`config.mk`:
```
export PLATFORM = sky130hd
export DESIGN_NAME = cmm_master_ports
export DESIGN_NICKNAME = d
export VERILOG_FILES = /design/src/hw/cmm_pkg.sv /design/src/hw/cmm_lsu_if.sv /design/src/hw/cmm_dbus.sv /design/src/hw/cmm_fetch.sv /design/src/hw/cmm_master_ports.sv
export SDC_FILE = /design/constraint.sdc
export NUM_CORES = 2
export LEC_CHECK = 0
export BUFFER_PORTS_ARGS = -buffer_cell sky130_fd_sc_hd__buf_2
export CAP_MARGIN = 30
export CORE_ASPECT_RATIO = 0.9
export CORE_MARGIN = 2
export CORE_UTILIZATION = 45
export CTS_BUF_LIST = sky130_fd_sc_hd__clkbuf_8
export DETAILED_ROUTE_END_ITERATION = 6
export GPL_TIMING_DRIVEN = 0
export HOLD_SLACK_MARGIN = 0.02
export PLACE_DENSITY = 0.69
export SKIP_CTS_REPAIR_TIMING = 1
export SLEW_MARGIN = 20
export SYNTH_ARGS = -nofsm -noshare
export SYNTH_HDL_FRONTEND = slang
export SYNTH_SLANG_ARGS = --single-unit
```
`constraint.sdc`:
```
create_clock -name sys_clk -period 4.8 [get_ports sys_clk]
set_input_delay 0.48 -clock sys_clk [delete_from_list [all_inputs] [get_ports sys_clk]]
set_output_delay 0.48 -clock sys_clk [all_outputs]
set_load 0.05 [all_outputs]
```
`src/hw/cmm_pkg.sv`:
```
// Shared constants and types of the processor memory master ports
package cmm_pkg;
  localparam int          DATA_W     = 32;
  localparam int          BE_W       = 4;
  localparam int          BYTE_W     = 8;
  localparam int          LANE_W     = 2;
  localparam int          BYPASS_BIT = 31;
  localparam int          MAX_OUT    = 4;
  localparam int          DC_LINES   = 16;
  localparam logic [31:0] RESET_PC   = 32'h0000_0000;
  localparam logic [31:0] FETCH_STEP = 32'h0000_0004;
  localparam logic [1:0]  SZ_BYTE    = 2'h0;
  localparam logic [1:0]  SZ_HALF    = 2'h1;
  localparam logic [1:0]  SZ_WORD    = 2'h2;
  localparam logic [3:0]  BE_BYTE    = 4'h1;
  localparam logic [3:0]  BE_HALF    = 4'h3;
  localparam logic [3:0]  BE_WORD    = 4'hf;
  localparam logic [1:0]  LANE_ZERO  = 2'h0;
  typedef enum logic {CMM_LS_IDLE, CMM_LS_BUS} cmm_ls_e;
  typedef enum logic {CMM_DB_IDLE, CMM_DB_BUSY} cmm_db_e;
endpackage : cmm_pkg

```
`src/hw/cmm_lsu_if.sv`:
```
// Request and answer carrier between load/store control and bus engine
`timescale 1ns/10ps
`default_nettype none
interface cmm_lsu_if;
  logic        req;
  logic        write;
  logic [31:0] addr;
  logic [31:0] wdata;
  logic [3:0]  be;
  logic        done;
  logic [31:0] rdata;
  modport ctl (output req, write, addr, wdata, be, input done, rdata);
  modport eng (input req, write, addr, wdata, be, output done, rdata);
endinterface : cmm_lsu_if
`default_nettype wire

```
`src/hw/cmm_dbus.sv`:
```
// Data master engine: one transfer at a time, wait states stall
`timescale 1ns/10ps
`default_nettype none
module cmm_dbus (
  input  wire logic        sys_clk,        // Clock
  input  wire logic        sys_rst,        // Sync reset
  cmm_lsu_if.eng           lsu,            // Control side
  output logic             dm_read,        // Read strobe
  output logic             dm_write,       // Write strobe
  output logic [31:0]      dm_address,     // Word address
  output logic [3:0]       dm_byteenable,  // Byte lanes
  output logic [31:0]      dm_writedata,   // Store data
  input  wire logic        dm_waitrequest, // Target stall
  input  wire logic [31:0] dm_readdata     // Load data
);
  cmm_pkg::cmm_db_e state_q, state_d;
  logic        rd_q, rd_d, wr_q, wr_d;
  logic [31:0] addr_q, addr_d, wd_q, wd_d;
  logic [3:0]  be_q, be_d;

  assign dm_read       = rd_q;
  assign dm_write      = wr_q;
  assign dm_address    = addr_q;
  assign dm_byteenable = be_q;
  assign dm_writedata  = wd_q;
  assign lsu.done      = (state_q == cmm_pkg::CMM_DB_BUSY) && !dm_waitrequest;
  assign lsu.rdata     = dm_readdata;

  always_comb begin
    state_d = state_q;
    rd_d    = rd_q;
    wr_d    = wr_q;
    addr_d  = addr_q;
    wd_d    = wd_q;
    be_d    = be_q;
    case (state_q)
      cmm_pkg::CMM_DB_IDLE: begin
        if (lsu.req) begin
          rd_d    = !lsu.write;
          wr_d    = lsu.write;
          addr_d  = lsu.addr;
          wd_d    = lsu.wdata;
          be_d    = lsu.write ? lsu.be : cmm_pkg::BE_WORD;
          state_d = cmm_pkg::CMM_DB_BUSY;
        end
      end
      default: begin
        // Wait states hold the transfer; nothing else is issued
        if (!dm_waitrequest) begin
          rd_d    = 1'b0;
          wr_d    = 1'b0;
          state_d = cmm_pkg::CMM_DB_IDLE;
        end
      end
    endcase
  end

  always_ff @(posedge sys_clk) begin
    if (sys_rst) begin
      state_q <= cmm_pkg::CMM_DB_IDLE;
      rd_q    <= 1'b0;
      wr_q    <= 1'b0;
      addr_q  <= 32'h0;
      wd_q    <= 32'h0;
      be_q    <= 4'h0;
    end else begin
      state_q <= state_d;
      rd_q    <= rd_d;
      wr_q    <= wr_d;
      addr_q  <= addr_d;
      wd_q    <= wd_d;
      be_q    <= be_d;
    end
  end
endmodule : cmm_dbus
`default_nettype wire

```
`src/hw/cmm_fetch.sv`:
```
// Pipelined read-only instruction fetch master with prefetch
`timescale 1ns/10ps
`default_nettype none
module cmm_fetch #(
  parameter logic [31:0] RESET_PC = cmm_pkg::RESET_PC,
  parameter int          MAX_OUT  = cmm_pkg::MAX_OUT
) (
  input  wire logic        sys_clk,          // Clock
  input  wire logic        sys_rst,          // Sync reset
  input  wire logic        steer,            // Redirect or predicted jump
  input  wire logic [31:0] steer_pc,         // New fetch address
  output logic             insn_valid,       // Instruction word pulse
  output logic [31:0]      insn_word,        // Instruction word
  output logic [31:0]      insn_pc,          // Its address
  output logic             im_read,          // Read strobe
  output logic [31:0]      im_address,       // Fetch address
  input  wire logic        im_waitrequest,   // Target stall
  input  wire logic [31:0] im_readdata,      // Returned word
  input  wire logic        im_readdatavalid  // Return strobe
);
  localparam int PW = $clog2(MAX_OUT);
  localparam int CW = $clog2(MAX_OUT + 1);

  logic [31:0]        pc_mem [MAX_OUT];
  logic [MAX_OUT-1:0] stale_q, stale_d;
  logic [PW-1:0]      wp_q, wp_d, rp_q, rp_d;
  logic [CW-1:0]      cnt_q, cnt_d;
  logic               read_q, read_d, hst_q, hst_d, pend_q, pend_d;
  logic [31:0]        addr_q, addr_d, ppc_q, ppc_d;
  logic               val_q, val_d;
  logic [31:0]        word_q, word_d, opc_q, opc_d;
  logic               acc, ret;

  assign acc        = read_q && !im_waitrequest;
  assign ret        = im_readdatavalid;
  assign im_read    = read_q;
  assign im_address = addr_q;
  assign insn_valid = val_q;
  assign insn_word  = word_q;
  assign insn_pc    = opc_q;

  always_comb begin
    cnt_d   = cnt_q + CW'(acc) - CW'(ret);
    stale_d = stale_q;
    if (acc) stale_d[wp_q] = hst_q | steer;
    if (steer) stale_d = '1;
    wp_d   = wp_q + PW'(acc);
    rp_d   = rp_q + PW'(ret);
    read_d = read_q;
    addr_d = addr_q;
    hst_d  = hst_q;
    pend_d = pend_q;
    ppc_d  = ppc_q;
    if (read_q && !acc) begin
      // Held request keeps its address; a redirect waits behind it
      if (steer) begin
        hst_d  = 1'b1;
        pend_d = 1'b1;
        ppc_d  = steer_pc;
      end
    end else begin
      if (steer) addr_d = steer_pc;
      else if (pend_q) addr_d = ppc_q;
      else if (acc) addr_d = addr_q + cmm_pkg::FETCH_STEP;
      read_d = cnt_d < CW'(MAX_OUT);
      hst_d  = 1'b0;
      pend_d = 1'b0;
    end
    val_d  = ret && !stale_q[rp_q] && !steer;
    word_d = ret ? im_readdata : word_q;
    opc_d  = ret ? pc_mem[rp_q] : opc_q;
  end

  always_ff @(posedge sys_clk) begin
    if (acc) pc_mem[wp_q] <= addr_q;
  end

  always_ff @(posedge sys_clk) begin
    if (sys_rst) begin
      stale_q <= '0;
      wp_q    <= '0;
      rp_q    <= '0;
      cnt_q   <= '0;
      read_q  <= 1'b0;
      addr_q  <= RESET_PC;
      hst_q   <= 1'b0;
      pend_q  <= 1'b0;
      ppc_q   <= 32'h0;
      val_q   <= 1'b0;
      word_q  <= 32'h0;
      opc_q   <= 32'h0;
    end else begin
      stale_q <= stale_d;
      wp_q    <= wp_d;
      rp_q    <= rp_d;
      cnt_q   <= cnt_d;
      read_q  <= read_d;
      addr_q  <= addr_d;
      hst_q   <= hst_d;
      pend_q  <= pend_d;
      ppc_q   <= ppc_d;
      val_q   <= val_d;
      word_q  <= word_d;
      opc_q   <= opc_d;
    end
  end
endmodule : cmm_fetch
`default_nettype wire

```
`src/hw/cmm_master_ports.sv`:
```
// Processor memory master ports: fetch, load/store, data cache
`timescale 1ns/10ps
`default_nettype none
module cmm_master_ports #(
  parameter logic [31:0] RESET_PC     = cmm_pkg::RESET_PC,
  parameter int          MAX_OUT      = cmm_pkg::MAX_OUT,
  parameter int          DC_LINES     = cmm_pkg::DC_LINES,
  parameter bit          DC_EN        = 1'b1,
  parameter bit          BIT31_BYPASS = 1'b1
) (
  input  wire logic        sys_clk,          // Clock
  input  wire logic        sys_rst,          // Sync reset
  input  wire logic        steer,            // Fetch redirect pulse
  input  wire logic [31:0] steer_pc,         // Redirect target
  output logic             insn_valid,       // Instruction pulse
  output logic [31:0]      insn_word,        // Instruction word
  output logic [31:0]      insn_pc,          // Instruction address
  output logic             im_read,          // Fetch read strobe
  output logic [31:0]      im_address,       // Fetch address
  input  wire logic        im_waitrequest,   // Fetch stall
  input  wire logic [31:0] im_readdata,      // Fetch data
  input  wire logic        im_readdatavalid, // Fetch data strobe
  input  wire logic        lsu_req,          // Load/store request
  input  wire logic        lsu_write,        // Store when high
  input  wire logic        lsu_uncached,     // Bypass data cache
  input  wire logic [1:0]  lsu_size,         // Byte, half, word
  input  wire logic        lsu_signed,       // Sign-extend load
  input  wire logic [31:0] lsu_addr,         // Byte address
  input  wire logic [31:0] lsu_wdata,        // Store data
  output logic             lsu_done,         // Access done pulse
  output logic [31:0]      lsu_rdata,        // Load result
  input  wire logic        dc_inv_line,      // Invalidate one line
  input  wire logic        dc_inv_all,       // Invalidate all lines
  input  wire logic [31:0] dc_inv_addr,      // Line to invalidate
  output logic             dm_read,          // Data read strobe
  output logic             dm_write,         // Data write strobe
  output logic [31:0]      dm_address,       // Data word address
  output logic [3:0]       dm_byteenable,    // Byte lanes
  output logic [31:0]      dm_writedata,     // Store data
  input  wire logic        dm_waitrequest,   // Data stall
  input  wire logic [31:0] dm_readdata       // Load data
);
  localparam int IW = $clog2(DC_LINES);
  localparam int TW = 32 - IW - cmm_pkg::LANE_W;

  cmm_lsu_if lsu ();

  cmm_fetch #(
    .RESET_PC (RESET_PC),
    .MAX_OUT  (MAX_OUT)
  ) u_fetch (
    .sys_clk          (sys_clk),
    .sys_rst          (sys_rst),
    .steer            (steer),
    .steer_pc         (steer_pc),
    .insn_valid       (insn_valid),
    .insn_word        (insn_word),
    .insn_pc          (insn_pc),
    .im_read          (im_read),
    .im_address       (im_address),
    .im_waitrequest   (im_waitrequest),
    .im_readdata      (im_readdata),
    .im_readdatavalid (im_readdatavalid)
  );

  cmm_dbus u_dbus (
    .sys_clk        (sys_clk),
    .sys_rst        (sys_rst),
    .lsu            (lsu.eng),
    .dm_read        (dm_read),
    .dm_write       (dm_write),
    .dm_address     (dm_address),
    .dm_byteenable  (dm_byteenable),
    .dm_writedata   (dm_writedata),
    .dm_waitrequest (dm_waitrequest),
    .dm_readdata    (dm_readdata)
  );

  // Lane select, then zero or sign extension
  function automatic logic [31:0] load_fmt(
    input logic [31:0] w,
    input logic [1:0]  lane,
    input logic [1:0]  size,
    input logic        sgn);
    logic [31:0] s;
    s = w >> {lane, 3'b000};
    if (size == cmm_pkg::SZ_BYTE)
      load_fmt = {{24{sgn & s[7]}}, s[7:0]};
    else if (size == cmm_pkg::SZ_HALF)
      load_fmt = {{16{sgn & s[15]}}, s[15:0]};
    else
      load_fmt = s;
  endfunction : load_fmt

  // Byte-wise merge of store data into a cached word
  function automatic logic [31:0] merge(
    input logic [31:0] old,
    input logic [31:0] nw,
    input logic [3:0]  be);
    merge = old;
    for (int i = 0; i < cmm_pkg::BE_W; i++) begin
      if (be[i]) merge[i*8 +: 8] = nw[i*8 +: 8];
    end
  endfunction : merge

  logic [31:0]         dc_data [DC_LINES];
  logic [TW-1:0]       dc_tag  [DC_LINES];
  logic [DC_LINES-1:0] dc_val_q, dc_val_d;
  cmm_pkg::cmm_ls_e    ls_q, ls_d;
  logic                done_q, done_d;
  logic [31:0]         rdat_q, rdat_d;
  logic [1:0]          lane;
  logic [3:0]          be;
  logic [31:0]         wlanes;
  logic [IW-1:0]       idx, inv_idx;
  logic [TW-1:0]       tag;
  logic                bypass, hit, accept, hit_load, go_bus;
  logic                fill, st_upd;

  assign lane    = lsu_addr[1:0];
  assign idx     = lsu_addr[IW+1:2];
  assign tag     = lsu_addr[31:IW+2];
  assign inv_idx = dc_inv_addr[IW+1:2];

  always_comb begin
    // Little-endian lanes: low address is low byte
    if (lsu_size == cmm_pkg::SZ_BYTE) begin
      be     = cmm_pkg::BE_BYTE << lane;
      wlanes = {4{lsu_wdata[7:0]}};
    end else if (lsu_size == cmm_pkg::SZ_HALF) begin
      be     = cmm_pkg::BE_HALF << {lane[1], 1'b0};
      wlanes = {2{lsu_wdata[15:0]}};
    end else begin
      be     = cmm_pkg::BE_WORD;
      wlanes = lsu_wdata;
    end
  end

  // Uncached, bit-31 space, or no cache: always a bus transfer
  assign bypass   = lsu_uncached || !DC_EN ||
                    (BIT31_BYPASS && lsu_addr[cmm_pkg::BYPASS_BIT]);
  assign hit      = dc_val_q[idx] && (dc_tag[idx] == tag);
  assign accept   = lsu_req && !done_q && (ls_q == cmm_pkg::CMM_LS_IDLE);
  assign hit_load = accept && !lsu_write && !bypass && hit;
  assign go_bus   = accept && !hit_load;

  assign lsu.req   = go_bus;
  assign lsu.write = lsu_write;
  assign lsu.addr  = {lsu_addr[31:2], cmm_pkg::LANE_ZERO};
  assign lsu.wdata = wlanes;
  assign lsu.be    = be;

  // Loads fill on miss; stores write through and update on hit
  assign fill   = lsu.done && !lsu_write && !bypass;
  assign st_upd = lsu.done && lsu_write && !bypass && hit;

  always_comb begin
    ls_d   = ls_q;
    done_d = hit_load || lsu.done;
    rdat_d = rdat_q;
    case (ls_q)
      cmm_pkg::CMM_LS_IDLE: begin
        if (go_bus) ls_d = cmm_pkg::CMM_LS_BUS;
        if (hit_load)
          rdat_d = load_fmt(dc_data[idx], lane, lsu_size, lsu_signed);
      end
      default: begin
        if (lsu.done) begin
          ls_d = cmm_pkg::CMM_LS_IDLE;
          if (!lsu_write)
            rdat_d = load_fmt(lsu.rdata, lane, lsu_size, lsu_signed);
        end
      end
    endcase
  end

  always_comb begin
    dc_val_d = dc_val_q;
    // Maintenance is software's job; a fresh fill wins over it
    if (dc_inv_all) dc_val_d = '0;
    else if (dc_inv_line) dc_val_d[inv_idx] = 1'b0;
    if (fill) dc_val_d[idx] = 1'b1;
  end

  always_ff @(posedge sys_clk) begin
    if (fill) begin
      dc_data[idx] <= lsu.rdata;
      dc_tag[idx]  <= tag;
    end else if (st_upd) begin
      dc_data[idx] <= merge(dc_data[idx], wlanes, be);
    end
  end

  always_ff @(posedge sys_clk) begin
    if (sys_rst) begin
      ls_q     <= cmm_pkg::CMM_LS_IDLE;
      done_q   <= 1'b0;
      rdat_q   <= 32'h0;
      dc_val_q <= '0;
    end else begin
      ls_q     <= ls_d;
      done_q   <= done_d;
      rdat_q   <= rdat_d;
      dc_val_q <= dc_val_d;
    end
  end

  assign lsu_done  = done_q;
  assign lsu_rdata = rdat_q;
endmodule : cmm_master_ports
`default_nettype wire

```
* Word-level counts from Yosys, hierarchy flattened
Memory sizes are Yosys's and may differ from the RTL's. A register that Yosys moved wholly into a read port is not among the register bits.
Index checks and enable logic that the tools add are counted.
** Word-level totals
- Input port bits :: 206
- Bits in writable memories :: 1056
- Word-level logic and storage cells :: 161
- Register bits :: 229
- Memories :: 3
** Cells by class
- Multiplexer cells :: 62
- Reductions and logical operators :: 42
- Bitwise gates (word level) :: 12
- Add/subtract/negate cells :: 5
- Magnitude comparators :: 8
- Eq/ne operators :: 5
- Shift-type cells :: 4
** Memory list
- dc_data :: depth 16, width 32, read ports 1, clocked after Yosys merged registers in 0, write ports 1, line cmm_master_ports.sv:106 : logic [31:0] dc_data [DC_LINES];
- dc_tag :: depth 16, width 26, read ports 1, clocked after Yosys merged registers in 0, write ports 1, line cmm_master_ports.sv:107 : logic [TW-1:0] dc_tag [DC_LINES];
- u_fetch.pc_mem :: depth 4, width 32, read ports 1, clocked after Yosys merged registers in 1, write ports 1, line cmm_fetch.sv:24 : logic [31:0] pc_mem [MAX_OUT];
** Operators by type and width (count)
- 32-bit 2-to-1 mux :: 14
- 8-bit 2-to-1 mux :: 12
- 32-bit by 5-bit >> shifter with 32-bit output :: 2
- 16-bit 2-to-1 mux :: 3
- 32-bit by 3-bit adder with 32-bit output, second input constant :: 1
- 26-bit == test :: 1
- 1-bit 2-to-1 mux :: 22
- 1-bit logical AND :: 20
- 4-bit 2-to-1 mux :: 5
- 16-bit AND :: 1
- 16-bit NOT :: 1
- 16-bit bitwise OR :: 1
- 4-bit by 5-bit less-than comparator with 1-bit output, second input constant :: 2
- 1-bit zero test :: 9
- 1-bit demux with 4-bit select :: 2
- 4-bit by 1-bit >= comparator with 1-bit output, second input constant :: 2
- 2-bit AND reduction :: 4
- 2-bit by 3-bit less-than comparator with 1-bit output, second input constant :: 2
- 2-bit inequality test, second input constant :: 3
- 2-bit nonzero test :: 3
- 2-bit by 1-bit adder with 2-bit output :: 2
- 1-bit AND :: 4
- 1-bit binary-select mux with 4-bit select :: 1
- 4-bit bitwise mux :: 1
- other kinds (16) :: 20

* Depth between registers and ports, before layout
- Depth after elaboration :: 10
- Gate-level depth with buffers :: 16
- Mapped depth without buffers :: 10

* Modules after synthesis
Synthesis repeated with hierarchy kept, for this count alone.
** Second synthesis, totals
- Cells, all modules :: 3445
- Area, all modules :: 54493.5 um2
** By module, submodules not included
- cmm_master_ports :: area each 40979.3 um2, cells each 2235, times used 1
- cmm_fetch :: area each 10687.8 um2, cells each 868, times used 1
- cmm_dbus :: area each 2826.5 um2, cells each 342, times used 1

* Least setup slack after synthesis
OpenSTA, ideal clock, no wires.
- Path type :: input port to flip-flop
- Start :: in lsu_addr[2]
- End :: mem dc_data[0][0], enable pin
- Stages :: 11
- Arrival :: 4.286 ns
- Path slack :: 0.093 ns
- Required time :: 4.379 ns
- Library setup time :: 0.421 ns
- Path through :: buf_6 buf_4 buf_2 mux4_2 o2bb2ai_1 a221oi_1 o22ai_1 nand4b_2 nor4_4 o21ai_0 nor2_1
** Between the ends
- Word-level cells in the longest chain between the ends :: 8
- Elaborated cells between the ends (all ways) :: 10
** RTL lines
- start: declaration :: line cmm_master_ports.sv:28 : input wire logic [31:0] lsu_addr,
- memory read 16 x 26 bit or 1-bit binary-select mux with 4-bit select (tied branches)
- 26-bit == test or 1-bit 2-to-1 mux (tied branches) :: line cmm_master_ports.sv:142 : assign hit = dc_val_q[idx] && (dc_tag[idx] == tag);
- 1-bit logical AND :: line cmm_master_ports.sv:142
- 1-bit logical AND :: line cmm_master_ports.sv:155 : assign st_upd = lsu.done && lsu_write && !bypass && hit;
- 1-bit 2-to-1 mux :: line cmm_master_ports.sv:189 : end else if (st_upd) begin
- 1-bit 2-to-1 mux :: line cmm_master_ports.sv:186 : if (fill) begin
- 1-bit 2-to-1 mux (not written as such) :: line cmm_master_ports.sv:190 : dc_data[idx] <= merge(dc_data[idx], wlanes, be);
- 1-bit bitwise OR (no source line)
- end: declaration :: line cmm_master_ports.sv:106
Parallel ways exist; a longest one is shown, timed or not. The select of a mux whose other input is x is not followed.

* Worst setup path after layout
- Start :: in lsu_addr[2]
- End :: mem dc_data[1][29], enable pin
The elaborated chain is that of the path after synthesis.

==> flow_summary_export.csv <==
group,metric,value,unit
min_path,min_from,"dc_inv_addr[4]",
layout,syn_to_final_growth,19.7,%
drt,drc,0,
clock_tree,cts_buffers,204,
die,die-area,123000,um2
global_routing,grt-ovfl-total,0,
yosys,synth_area,53900,um2
min_path,min_to,"dc_val_q[13]",
drt,wire_per_inst,30.1,um
sta,fin_worst_skew,0.0778,ns
yosys,seq_area_frac_synth,0.685,
sta,hold_ws,0.0259,ns
global_routing,grt_pass1_vias,33700,
sta,fmax,0.209,GHz
layout,regArea,36900,um2
critical_path,r2r-start,"dc_tag[1][9]",
clock_tree,cts.path.max_buffers,3,
layout,fin_area,64500,um2
sta,final_hold_viol_count,0,
global_routing,grt_util_all_layers,0.282,
global_routing,grt_pass1_wl,247000,um
critical_path,cp_max_fo,14,
clock_tree,cts_tree,"done",
yosys,synth_cell_types,91,
layout,drive_gt1_frac,0.281,
sta,slew_violations,0,
critical_path,cp-start-kind,"input port",
power_and_ir_drop,ir_drop,0.000314,V
sta,post-route-period-util,0.998,
drt,firstDrtPassIters,6,
yosys,synthTopCellsByArea,"edfxtp_1 59%, mux4_2 11%, dfxtp_1 9.7%",
yosys,synth_top_area_cell,"edfxtp_1",
critical_path,crit_arrival,5.39,ns
yosys,synthCells,3370,
min_path,hp-class,"in2reg",
critical_path,path_class,"in2reg",
yosys,synth_ff_type,"edfxtp_1",
critical_path,crit_required,5.40,ns
die,die_h,332,um
yosys,synth_async_sr_flop_share,0,
die,fp.dieW,369,um
drt,final_antenna_net_count,0,
sta,worstMarginPinSlew,1.06,ns
layout,fillers,9545,
sta,finalSetupViolations,0,
clock_tree,htree_levels,4,
sta,fin_crit,4.79,ns
yosys,synth_enable_flop_cells,1056,
clock_tree,insertion_delay,0.95,ns
yosys,avgSynthCellArea,16.0,um2
die,start_util,0.453,
drt,wl,178000,um
layout,final_common_cell,"edfxtp_1",
layout,nNetsFinal,4339,
global_routing,grt_max_degree,27,
clock_tree,cts.clk_slew.worst_paths,0.06,ns
critical_path,regToRegEndpoint,"dc_data[1][29]",
place,gp_congestion,0.975,
global_routing,antenna_found_initial,19,
place,placed_cell_area,59000,um2
drt,via_count,35700,
place,io_buffers,369,
run_status,outcome,"completed",
layout,final_cell_mix,"1056 x edfxtp_1, 419 x buf_2, 261 x dfxtp_1",
yosys,synth-seq-cells,1317,
drt,first_iter_violations,4692,
yosys,synth_top_area_share,0.588,
die,ios,407,
yosys,ys_warn_count,0,
critical_path,r2r_cells,12,
sta,rsz0062_at_grt,"no",
power_and_ir_drop,p_leak,22.9,nW
die,core,119000,um2
clock_tree,clock_sinks,1317,
clock_tree,cts-root-buf,"clkbuf_8",
layout,multi_input_area,15800,um2
critical_path,crit_path_end_kind,"flip-flop",
critical_path,rrSetupSlack,0.08,ns
sta,slew_headroom,0.288,
die,core.rowCount,120,
power_and_ir_drop,powerDensity,392,nW/um2
min_path,whs_path_depth,4,
drt,avgViaCountPerCell,6.05,
flow_run,drv_cap,0,
place,hpwl,125000,um
[cell usage after synthesis (20+ instances only)]
| cell | instances |
|---|---|
| a211oi_1 | 34 |
| a21oi_1 | 219 |
| a22oi_1 | 45 |
| buf_1 | 26 |
| buf_2 | 44 |
| clkbuf_1 | 110 |
| dfxtp_1 | 261 |
| edfxtp_1 | 1056 |
| inv_1 | 38 |
| mux2_2 | 53 |
| mux2i_1 | 234 |
| mux4_2 | 253 |
| nand2_1 | 195 |
| nand3_1 | 73 |
| nor2_1 | 220 |
| nor2b_1 | 20 |
| nor3_1 | 24 |
| o21ai_0 | 113 |
| o22ai_1 | 20 |
[metal layers]
| metal | vias to the layer above | wire length [um] | track usage |
|---|---|---|---|
| met4 | 12 | 5700 | 0.0969 |
| met5 | - | 79 | 0 |
| met3 | 369 | 23700 | 0.0955 |
| li1 | 14900 | - | - |
| met2 | 2380 | 80400 | 0.425 |
| met1 | 18100 | 67600 | 0.383 |
[sequential cells by signal, summed over array words and instances, names as in the netlist, 3 cells and up]
name	count
u_dbus.dm_address	30
dc_tag	416
u_fetch.insn_word	32
u_fetch.cnt_q	3
u_fetch.ppc_q	32
u_dbus.dm_writedata	32
u_dbus.dm_byteenable	4
u_fetch.pc_mem	128
dc_data	512
lsu_rdata	32
u_fetch.im_address	32
u_fetch.stale_q	4
u_fetch.insn_pc	32
dc_val_q	16
[how the worst max path moves through the flow]
stage / startpoint / to
floorplan: lsu_addr[2] / dc_data[0][0]
global placement: lsu_addr[5] / dc_data[3][9]
detailed placement: lsu_addr[5] / dc_data[3][9]
CTS: lsu_addr[5] / dc_data[0][25]
global route: lsu_addr[2] / dc_data[14][28]
finish: lsu_addr[2] / dc_data[1][29]
[stage by stage]
stage                     total power [mW]  std cells  setup slack [ns]   TNS, ns  utilization
final                                 25.3       5905            0.0102         0        0.543
after global routing                  26.0       5898            0.0299         0        0.543
after global placement                15.7       5326             -3.29  -2362.90        0.486
after floorplan                       14.7       3371            0.0927         0            -
after detailed placement              15.8       5385             -1.25   -936.47        0.496
after CTS                             25.2       5773            -0.304    -51.04        0.531
[report_power, final]
group          switching (mW)  total [mW]  internal (mW)
clock network            4.57        9.57           5.00
logic                    1.98        2.92          0.930
registers               0.208        12.8           12.6
[critical path, stage by stage]
cell and delay (ns):
buf_6 0.16, buf_8 0.22, buf_8 0.21, buf_6 0.21, buf_2 0.39, mux2i_1 0.51
o32ai_1 0.27, a21oi_1 0.38, o221ai_1 0.22, or2_1 0.37, nor4_4 0.53, o21ai_0 0.44
buf_2 0.30, nor2_4 0.24, buf_16 0.21, buf_16 0.16
[final cells by class]
class | instances | share of cell area
sequential | 1317 | 0.572
tap | 1586 | 0.0308
clock buffer | 225 | 0.0480
multi-input combinational | 1790 | 0.245
timing repair buffer | 551 | 0.0657
clock inverter | 163 | 0.0166
buffer | 220 | 0.0184
inverter | 43 | 0.00250
antenna | 10 | 0.000388
[logic make-up after synthesis]
kind of cell / after synthesis / synth area share
other cells: 1 / 0.0000696
mux: 543 / 0.161
simple gates: 631 / 0.0534
compound gates: 582 / 0.0693
xor+xnor: 26 / 0.00422
buf+inv: 264 / 0.0250
fa+ha+maj: 6 / 0.00153
flops: 1317 / 0.685
No activity file was read; power rests on OpenSTA's default activity.
